<file path="src/dsr_pkg.sv">
package dsr_pkg;
   localparam int ADDR_W = 12;
   localparam int DATA_W = 32;
   localparam int PORT_N = 5;

   // register offsets (byte addresses)
   localparam logic [ADDR_W-1:0] OFF_SW_RESET_ZERO = 12'h040;
   localparam logic [ADDR_W-1:0] OFF_DEEP_GATES = 12'h128;
   localparam logic [ADDR_W-1:0] OFF_RUN_GATES = 12'h108;
   localparam logic [ADDR_W-1:0] OFF_SLEEP_GATES = 12'h118;
   localparam logic [ADDR_W-1:0] OFF_RUN_CLOCK_CFG = 12'h060;
   localparam logic [ADDR_W-1:0] OFF_CAPS_ONE = 12'h010;
   localparam logic [ADDR_W-1:0] OFF_STATUS = 12'h070;

   // reset values
   localparam logic [DATA_W-1:0] RST_SW_RESET_ZERO = 32'h00000000;
   localparam logic [PORT_N-1:0] RST_GATES = 5'h00;
   localparam logic RST_AUTO_GATING = 1'b0;

   // software reset control zero field positions
   localparam int BIT_PWM_RESET = 20;
   localparam int BIT_ADC0_RESET = 16;
   localparam int BIT_WATCHDOG_RESET = 3;
   localparam logic [DATA_W-1:0] SW_RESET_WRITABLE = 32'h00110008;

   // run clock configuration field
   localparam int BIT_AUTO_GATING = 11;

   // status register fields
   localparam int STAT_GATES_LSB = 0;
   localparam int STAT_MODE_LSB = 8;
   localparam int STAT_AUTO_BIT = 12;

   // number of units with reset outputs
   localparam int UNIT_N = 3;

   typedef enum logic [1:0] {
      DSR_MODE_RUN,
      DSR_MODE_SLEEP,
      DSR_MODE_DEEP
   } dsr_mode_t;
endpackage

</file>
<file path="src/dsr_gate_if.sv">
`timescale 1ns/1ps
interface dsr_gate_if;
   logic en_req;
   logic en_active;
   logic gclk;
   modport ctl (output en_req, input en_active, input gclk);
   modport gate (input en_req, output en_active, output gclk);
endinterface

</file>
<file path="src/dsr_clk_gate.sv">
`timescale 1ns/1ps
module dsr_clk_gate
   import dsr_pkg::*;
(
   input wire logic ref_clk,
   input wire logic srst,
   dsr_gate_if.gate gif
);
   logic en_lat_r;

   // enable sampled on the falling edge so gclk never shows a runt pulse
   always_ff @(negedge ref_clk) begin
      if (srst) begin
         en_lat_r <= 1'b0;
      end else begin
         en_lat_r <= gif.en_req;
      end
   end

   assign gif.en_active = en_lat_r;
   assign gif.gclk = ref_clk & en_lat_r;
endmodule

</file>
<file path="src/dsr_top.sv">
`timescale 1ns/1ps
// Overview of operation
// [RQ1] Each writable deep-sleep gate bit is the clock enable of one port while in deep-sleep.
// [RQ2] An access to a port whose clock is gated off answers with a bus fault.
// [RQ3] All gate enable bits reset to zero so every port starts unclocked.
// [RQ4] Separate run, sleep and deep-sleep gate sets exist and the one for the current mode applies.
// [RQ5] Sleep and deep-sleep sets apply only when the auto gating select bit is set.
// [RQ6] Deep-sleep gate bits 0 to 4 enable ports A to E in that order, all read/write.
// [RQ7] Deep-sleep gate bits 31 to 5 are read-only zero; software preserves them.
// [RQ8] Writes to the software reset register are masked by the capabilities register.
// [RQ9] Software reset bit 20 is the read/write reset of the pwm unit, reset zero.
// [RQ10] Software reset bit 16 is the read/write reset of converter unit 0, reset zero.
// [RQ11] Software reset bit 3 is the read/write reset of the watchdog, reset zero.
// [RQ12] The software reset register resets to zero and its other bits read zero.
// [RQ13] A set software reset bit holds its unit in reset; clearing it releases the unit.
// [RQ14] Clock enables reach the ports through a glitch-free gate tied to the system clock.
module dsr_top
   import dsr_pkg::*;
#(
   parameter logic [DATA_W-1:0] CAPS_ONE = 32'h00110008
)
(
   input wire logic ref_clk,
   input wire logic srst,
   input wire logic [ADDR_W-1:0] reg_addr,
   input wire logic [DATA_W-1:0] reg_wdata,
   input wire logic reg_wr,
   input wire logic reg_rd,
   output logic [DATA_W-1:0] reg_rdata,
   input wire logic [1:0] op_mode,
   input wire logic port_acc_req,
   input wire logic [2:0] port_acc_sel,
   output logic port_acc_ok,
   output logic port_acc_fault,
   output logic [PORT_N-1:0] port_clk_en,
   output logic [PORT_N-1:0] port_gclk,
   output logic pwm_rst_n,
   output logic adc0_rst_n,
   output logic watchdog_rst_n
);
   logic [PORT_N-1:0] run_gates_r;
   logic [PORT_N-1:0] run_gates_nxt;
   logic [PORT_N-1:0] sleep_gates_r;
   logic [PORT_N-1:0] sleep_gates_nxt;
   logic [PORT_N-1:0] deep_gates_r;
   logic [PORT_N-1:0] deep_gates_nxt;
   logic auto_gating_r;
   logic auto_gating_nxt;
   logic [DATA_W-1:0] sw_reset_r;
   logic [DATA_W-1:0] sw_reset_nxt;
   logic [DATA_W-1:0] rdata_r;
   logic [DATA_W-1:0] rdata_nxt;
   logic [PORT_N-1:0] clk_en_r;
   logic [PORT_N-1:0] active_gates;
   logic acc_ok_r;
   logic acc_fault_r;
   logic acc_ok_nxt;
   logic acc_fault_nxt;
   dsr_mode_t mode;

   // address decode
   wire sel_run = (reg_addr == OFF_RUN_GATES);
   wire sel_sleep = (reg_addr == OFF_SLEEP_GATES);
   wire sel_deep = (reg_addr == OFF_DEEP_GATES);
   wire sel_cfg = (reg_addr == OFF_RUN_CLOCK_CFG);
   wire sel_swr = (reg_addr == OFF_SW_RESET_ZERO);
   wire sel_caps = (reg_addr == OFF_CAPS_ONE);
   wire sel_stat = (reg_addr == OFF_STATUS);
   wire wr_run = reg_wr & sel_run;
   wire wr_sleep = reg_wr & sel_sleep;
   wire wr_deep = reg_wr & sel_deep;
   wire wr_cfg = reg_wr & sel_cfg;
   wire wr_swr = reg_wr & sel_swr;

   // only bits that exist on this part and are wired to a unit can change
   wire [DATA_W-1:0] swr_mask = CAPS_ONE & SW_RESET_WRITABLE;

   assign run_gates_nxt = wr_run ? reg_wdata[PORT_N-1:0] : run_gates_r;
   assign sleep_gates_nxt = wr_sleep ? reg_wdata[PORT_N-1:0] : sleep_gates_r;
   assign deep_gates_nxt = wr_deep ? reg_wdata[PORT_N-1:0] : deep_gates_r; // see [RQ6]
   assign auto_gating_nxt = wr_cfg ? reg_wdata[BIT_AUTO_GATING] : auto_gating_r;
   assign sw_reset_nxt = wr_swr ?
      ((sw_reset_r & ~swr_mask) | (reg_wdata & swr_mask)) : sw_reset_r; // see [RQ8]

   always_ff @(posedge ref_clk) begin
      if (srst) begin
         run_gates_r <= RST_GATES; // see [RQ3]
         sleep_gates_r <= RST_GATES; // see [RQ3]
         deep_gates_r <= RST_GATES; // see [RQ3]
         auto_gating_r <= RST_AUTO_GATING;
         sw_reset_r <= RST_SW_RESET_ZERO; // see [RQ12]
      end else begin
         run_gates_r <= run_gates_nxt;
         sleep_gates_r <= sleep_gates_nxt;
         deep_gates_r <= deep_gates_nxt;
         auto_gating_r <= auto_gating_nxt;
         sw_reset_r <= sw_reset_nxt;
      end
   end

   // mode selection; an unknown code is treated as run, the safe choice
   always_comb begin
      case (op_mode)
         2'h1: mode = DSR_MODE_SLEEP;
         2'h2: mode = DSR_MODE_DEEP;
         default: mode = DSR_MODE_RUN;
      endcase
   end

   // without auto gating the run set governs every mode
   wire use_sleep = auto_gating_r & (mode == DSR_MODE_SLEEP); // see [RQ5]
   wire use_deep = auto_gating_r & (mode == DSR_MODE_DEEP); // see [RQ5]
   assign active_gates = use_deep ? deep_gates_r :
                         use_sleep ? sleep_gates_r : run_gates_r; // see [RQ4]

   // registered enable; the gate then re-times it on the falling edge
   always_ff @(posedge ref_clk) begin
      if (srst) begin
         clk_en_r <= RST_GATES;
      end else begin
         clk_en_r <= active_gates; // see [RQ1]
      end
   end

   genvar gi;
   generate
      for (gi = 0; gi < PORT_N; gi++) begin : g_gate
         dsr_gate_if gif ();
         assign gif.en_req = clk_en_r[gi];
         assign port_gclk[gi] = gif.gclk;
         dsr_clk_gate u_gate (
            .ref_clk (ref_clk),
            .srst (srst),
            .gif (gif)
         ); // see [RQ14]
      end
   endgenerate

   // port access check; the bus fault is judged on the enable the port really sees
   wire sel_valid = (port_acc_sel < 3'(PORT_N));
   wire sel_clocked = sel_valid & clk_en_r[port_acc_sel];
   assign acc_ok_nxt = port_acc_req & sel_clocked;
   assign acc_fault_nxt = port_acc_req & ~sel_clocked; // see [RQ2]

   always_ff @(posedge ref_clk) begin
      if (srst) begin
         acc_ok_r <= 1'b0;
         acc_fault_r <= 1'b0;
      end else begin
         acc_ok_r <= acc_ok_nxt;
         acc_fault_r <= acc_fault_nxt;
      end
   end

   // unit resets held while the control bit is set
   dsr_unit_reset u_pwm_rst (
      .ref_clk (ref_clk),
      .srst (srst),
      .hold (sw_reset_r[BIT_PWM_RESET]),
      .unit_rst_n (pwm_rst_n)
   ); // see [RQ9] [RQ13]

   dsr_unit_reset u_adc0_rst (
      .ref_clk (ref_clk),
      .srst (srst),
      .hold (sw_reset_r[BIT_ADC0_RESET]),
      .unit_rst_n (adc0_rst_n)
   ); // see [RQ10] [RQ13]

   dsr_unit_reset u_wdog_rst (
      .ref_clk (ref_clk),
      .srst (srst),
      .hold (sw_reset_r[BIT_WATCHDOG_RESET]),
      .unit_rst_n (watchdog_rst_n)
   ); // see [RQ11] [RQ13]

   // read mux; unused and unmapped bits read zero
   wire [DATA_W-1:0] rd_gates_run = {{(DATA_W-PORT_N){1'b0}}, run_gates_r};
   wire [DATA_W-1:0] rd_gates_sleep = {{(DATA_W-PORT_N){1'b0}}, sleep_gates_r};
   wire [DATA_W-1:0] rd_gates_deep = {{(DATA_W-PORT_N){1'b0}}, deep_gates_r}; // see [RQ7]
   wire [DATA_W-1:0] rd_cfg = DATA_W'(auto_gating_r) << BIT_AUTO_GATING;
   wire [DATA_W-1:0] rd_swr = sw_reset_r & SW_RESET_WRITABLE; // see [RQ12]
   wire [DATA_W-1:0] rd_stat = (DATA_W'(clk_en_r) << STAT_GATES_LSB) |
                               (DATA_W'(mode) << STAT_MODE_LSB) |
                               (DATA_W'(auto_gating_r) << STAT_AUTO_BIT);

   assign rdata_nxt = !reg_rd ? '0 :
                      sel_run ? rd_gates_run :
                      sel_sleep ? rd_gates_sleep :
                      sel_deep ? rd_gates_deep :
                      sel_cfg ? rd_cfg :
                      sel_swr ? rd_swr :
                      sel_caps ? CAPS_ONE :
                      sel_stat ? rd_stat : '0;

   // read data stands for one cycle only, zero otherwise
   always_ff @(posedge ref_clk) begin
      if (srst) begin
         rdata_r <= '0;
      end else begin
         rdata_r <= rdata_nxt;
      end
   end

   assign reg_rdata = rdata_r;
   assign port_acc_ok = acc_ok_r;
   assign port_acc_fault = acc_fault_r;
   assign port_clk_en = clk_en_r;
endmodule

</file>
<file path="src/dsr_unit_reset.sv">
`timescale 1ns/1ps
module dsr_unit_reset
   import dsr_pkg::*;
(
   input wire logic ref_clk,
   input wire logic srst,
   input wire logic hold,
   output logic unit_rst_n
);
   logic rst_n_r;
   logic rst_n_nxt;

   // system reset also resets the unit, not only the software bit
   assign rst_n_nxt = ~(hold | srst);

   always_ff @(posedge ref_clk) begin
      rst_n_r <= rst_n_nxt;
   end

   assign unit_rst_n = rst_n_r;
endmodule

</file>
<file path="config.mk">
export PLATFORM = sky130hd
export DESIGN_NAME = dsr_top
export DESIGN_NICKNAME = d
export VERILOG_FILES = /design/src/dsr_pkg.sv /design/src/dsr_gate_if.sv /design/src/dsr_clk_gate.sv /design/src/dsr_top.sv /design/src/dsr_unit_reset.sv
export SDC_FILE = /design/constraint.sdc
export NUM_CORES = 1
export LEC_CHECK = 0
export ABC_AREA = 1
export BUFFER_PORTS_ARGS = -buffer_cell sky130_fd_sc_hd__buf_2
export CAP_MARGIN = 20
export CORE_ASPECT_RATIO = 1.5
export CORE_MARGIN = 4
export CORE_UTILIZATION = 25
export DETAILED_ROUTE_END_ITERATION = 10
export PLACE_DENSITY = 0.45
export SLEW_MARGIN = 20
export SYNTH_ARGS = -nofsm -noshare
export SYNTH_HDL_FRONTEND = slang
export SYNTH_SLANG_ARGS = --single-unit
</file>
<file path="constraint.sdc">
create_clock -name ref_clk -period 1.4 [get_ports ref_clk]
set_input_delay 0.21 -clock ref_clk [delete_from_list [all_inputs] [get_ports ref_clk]]
set_output_delay 0.21 -clock ref_clk [all_outputs]
set_load 0.02 [all_outputs]
</file>
* Yosys cells after proc, flatten, opt, wreduce, memory -nomap -nowiden
Index checks and enable logic that the tools add are counted.
** Storage, ports and cells
- Output and inout port bits :: 47
- Bits of input ports :: 54
- Register bits after elaboration :: 95
- Word-level logic and storage cells :: 76
** Operators by class
- Bitwise operators :: 27
- $lt $le $gt $ge :: 2
- Muxes and demuxes :: 12
- Reduce and logical (&&, ||, !) cells :: 4
- Equal/unequal tests :: 11
** Operators by type and width (count)
- two-way mux 21 bit :: 2
- equality test 12 x 7 -> 1 bit, second input constant :: 3
- equality test 12 x 9 -> 1 bit, second input constant :: 3
- OR 32 x 21 -> 32 bit :: 1
- two-way mux 5 bit :: 5
- bitwise AND 1 bit :: 15
- two-way mux 13 bit :: 1
- OR 10 x 13 -> 13 bit :: 1
- equality test 12 x 5 -> 1 bit, second input constant :: 1
- two-way mux 12 bit :: 1
- OR 5 x 10 -> 10 bit :: 1
- OR reduction 9 bit :: 1
- inverter 1 bit :: 6
- OR reduction 6 bit :: 1
- OR reduction 5 bit :: 1
- equality test 2 x 1 -> 1 bit, second input constant :: 2
- equality test 2 bit, second input constant :: 2
- < comparator 3 x 4 -> 1 bit, second input constant :: 1
- case mux 2 bit (2 select lines) :: 1
- binary-select mux 1 bit (select 3 bit) :: 1
- < comparator 3 bit, second input constant :: 1
- OR 1 bit :: 3
- OR reduction 2 bit :: 1
- two-way mux 1 bit :: 1

* Depth between registers and ports, before layout
- Depth after elaboration :: 11
- Depth in mapped cells :: 10
- Mapped depth without buffers :: 10

* Hierarchy
A second synthesis with hierarchy kept.
** Unflattened totals
- Cell total of the unflattened synthesis :: 312
- Area total of the unflattened synthesis :: 2248.4 µm²
** Modules (own cells, without submodules)
- dsr_top :: instances 1, cells each 276, seq. area each 740.7 µm², area each 1970.6 µm²
- dsr_clk_gate :: instances 5, cells each 6, seq. area each 20.0 µm², area each 41.3 µm²
- dsr_unit_reset :: instances 3, cells each 2, seq. area each 20.0 µm², area each 23.8 µm²

==> results_dict.tcl <==
set metrics [dict create \
    syn_avg_cell_area_um2 7.26 \
    clockPowerShare_pct 57.8 \
    powerDensity_mw_per_mm2 1190 \
    initial_core_util_pct 26.0 \
    status "finished with violations" \
    hold-path-cell-count 2 \
    overflow 0 \
    fin_util_pct 34.0 \
    path_class "reg2out" \
    synth_top_area_share_pct 38.8 \
    synth.distinct_cells 28 \
    rsz0062_at_grt "yes" \
    dp_cells 488 \
    route.detailed.drc 0 \
    fill_cells 973 \
    place.gp.congestion 0.782 \
    cp.required_ns 1.19 \
    rrSetupSlack_ns 0.21 \
    hold_violations 0 \
    hp-start "op_mode[0]" \
    report.final.slew_viol_count 0 \
    tns_ns -2.52 \
    setup_violations 10 \
    worst_slack_ns -0.523 \
    start_kind "flip-flop" \
    violations "negative setup slack" \
    r2r-start "port_clk_en[3]$_SDFF_PP0_" \
    met1_usage_pct 10.8 \
    drive_above_1_share_pct 32.4 \
    antenna_cells 0 \
    place_area_mm2 0.00269 \
    hpwlAfterDp_mm 4.69 \
    synthCells 320 \
    core_mm2 0.00893 \
    clk_latency_ns 0.49 \
    final_area_mm2 0.00304 \
    rows 42 \
    clk_pin_slew_ns 0.06 \
    fp.dieW_um 86.7 \
    antenna_left 0 \
    ys.warnings.count 0 \
    p_leak_nw 1.52 \
    finClkSkew_ns 0.0962 \
    netSwitchingPower_mw 0.787 \
    synth_area_leader_cell "dfxtp_1" \
    ir_drop_v 0.000960 \
    drtIter0Drc 58 \
    die_h_um 126 \
    ctsHoldBuffers 0 \
    port_buffers 55 \
    grtUsageTotal_pct 10.8 \
    grt_pass1_vias 2030 \
    synth_area_mm2 0.00232 \
    use_met2_pct 19.0 \
    vias 2022 \
    finalNonFillerCells 505 \
    busiest_layer "met2" \
    cp.arrival_ns 1.71 \
    p_int_mw 2.83 \
    final_cell_mix "inv_1, buf_2, dfxtp_1" \
    nets 447 \
    grt_start_max_net_pins 17 \
    ys_top_cells_by_area "dfxtp_1, buf_4, inv_1" \
    ios 101 \
    rr_endpoint "g_gate[3].u_gate.gif.en_active$_SDFF_NP0_" \
    cts_tree "built" \
    setup.worst_path.end_class "primary output" \
    viasPerCell 4.00 \
    seq_area_frac_synth_pct 38.8 \
    grt_pass1_wl_mm 9.03 \
    pre_cts_ws_ns -0.0430 \
    antenna_found_initial 0 \
    first_pass_iters 4 \
    dieArea_mm2 0.0109 \
    sequentialPowerShare_pct 35.6 \
    routed_wl_mm 5.73 \
    synth_seq_cells 45 \
    min_to "reg_rdata[9]$_SDFF_PP0_" \
    wire_per_inst_um 11.4 \
    mostFrequentLayoutCell "inv_1" \
    r2r_cells 2 \
    min_path_type "in2reg" \
    path_max_fanout 1 \
    p_comb_share_pct 6.6 \
    switching_share_pct 21.7 \
    met3_usage_pct 3.66 \
    maxCapViolations 0 \
    areaGrowthSynthToFinish_pct 30.7 \
]
cell usage after synthesis (all sizes together):
library cell	number
dfxtp	45
nand2	52
o21ai	36
nand3	8
o211ai	2
nor3b	2
nor3	5
a211oi	4
nand4	1
a31oi	1
nor2	40
conb	1
a21oi	27
buf	34
and2	2
clkbuf	1
o22ai	1
inv	58
metrics by stage:
stage | power [mW] | hold WS (ns)
6_report | 3.62 | 0.0356
5_1_grt | 3.78 | 0.0241
4_1_cts | 3.67 | 0.0251
3_5_place_dp | 1.59 | 0.415
3_3_place_gp | 1.58 | 0.415
2_1_floorplan | 1.54 | 0.281
worst max-delay path: stages (launching register included):
cell and delay [ns]:
dfxtp_2 0.31, nand2_1 0.04, inv_1 0.06, buf_6 0.11
registers in the layout, indices dropped and copies added (netlist names):
signal                       cells
auto_gating_r                    1
sw_reset_r                       3
port_acc_ok                      1
reg_rdata                       11
run_gates_r                      5
u_pwm_rst.unit_rst_n             1
u_wdog_rst.unit_rst_n            1
sleep_gates_r                    5
u_adc0_rst.unit_rst_n            1
deep_gates_r                     5
g_gate.u_gate.gif.en_active      5
port_clk_en                      5
port_acc_fault                   1
routing by layer:
metal / up-vias / routed length (um)
met3: 7 / 347
met4: 0 / 89
met2: 54 / 3100
met1: 870 / 2190
li1: 1091 / -
met5: - / 0
power by group through the flow:
stage          clock network [mW]  registers [mW]  logic, mW
2_1_floorplan              0.0292            1.33      0.183
3_3_place_gp               0.0292            1.32      0.237
3_5_place_dp               0.0292            1.32      0.239
4_1_cts                      2.14            1.29      0.240
5_1_grt                      2.23            1.29      0.263
6_report                     2.09            1.29      0.238
cell families (layout without fill, tap and decap cells):
kind of cell	count (synthesis)	count (layout)	share of synthesized area, %
other	1	21	0.161
buffers and inverters	93	148	20.3
flip-flops	45	45	38.8
AO/OA/AOI/OAI	71	71	16.2
AND/OR/NAND/NOR	110	110	24.5
repair_timing:
action | CTS | global route
gates resized for setup | 11 | 6
setup endpoints to repair | 10 | 10
pin swaps | 4 | 0
buffers inserted | 0 | 0
area by class of cell:
| type | count | area (um2) | area share, % |
|---|---|---|---|
| clock buffer | 16 | 312 | 10.3 |
| clock inverter | 12 | 72.6 | 2.39 |
| inverter | 52 | 195 | 6.43 |
| multi-input combinational | 202 | 1030 | 33.9 |
| sequential | 45 | 905 | 29.8 |
| tap | 110 | 138 | 4.53 |
| timing repair buffer | 68 | 385 | 12.7 |
worst max-delay path by stage:
stage                                                    from                            to  slack [ns]  cells after the start
finish              g_gate[3].u_gate.gif.en_active$_SDFF_NP0_                  port_gclk[3]       -0.52                      3
global route        g_gate[3].u_gate.gif.en_active$_SDFF_NP0_                  port_gclk[3]       -0.58                      3
CTS                 g_gate[3].u_gate.gif.en_active$_SDFF_NP0_                  port_gclk[3]       -0.54                      3
detailed placement                                reg_addr[1]  deep_gates_r[3]$_SDFFE_PP0P_       -0.04                      9
global placement    g_gate[1].u_gate.gif.en_active$_SDFF_NP0_                  port_gclk[1]       -0.02                      3
floorplan           g_gate[0].u_gate.gif.en_active$_SDFF_NP0_                  port_gclk[0]       0.003                      3
Note: power is estimated with default switching activity, not from simulation.
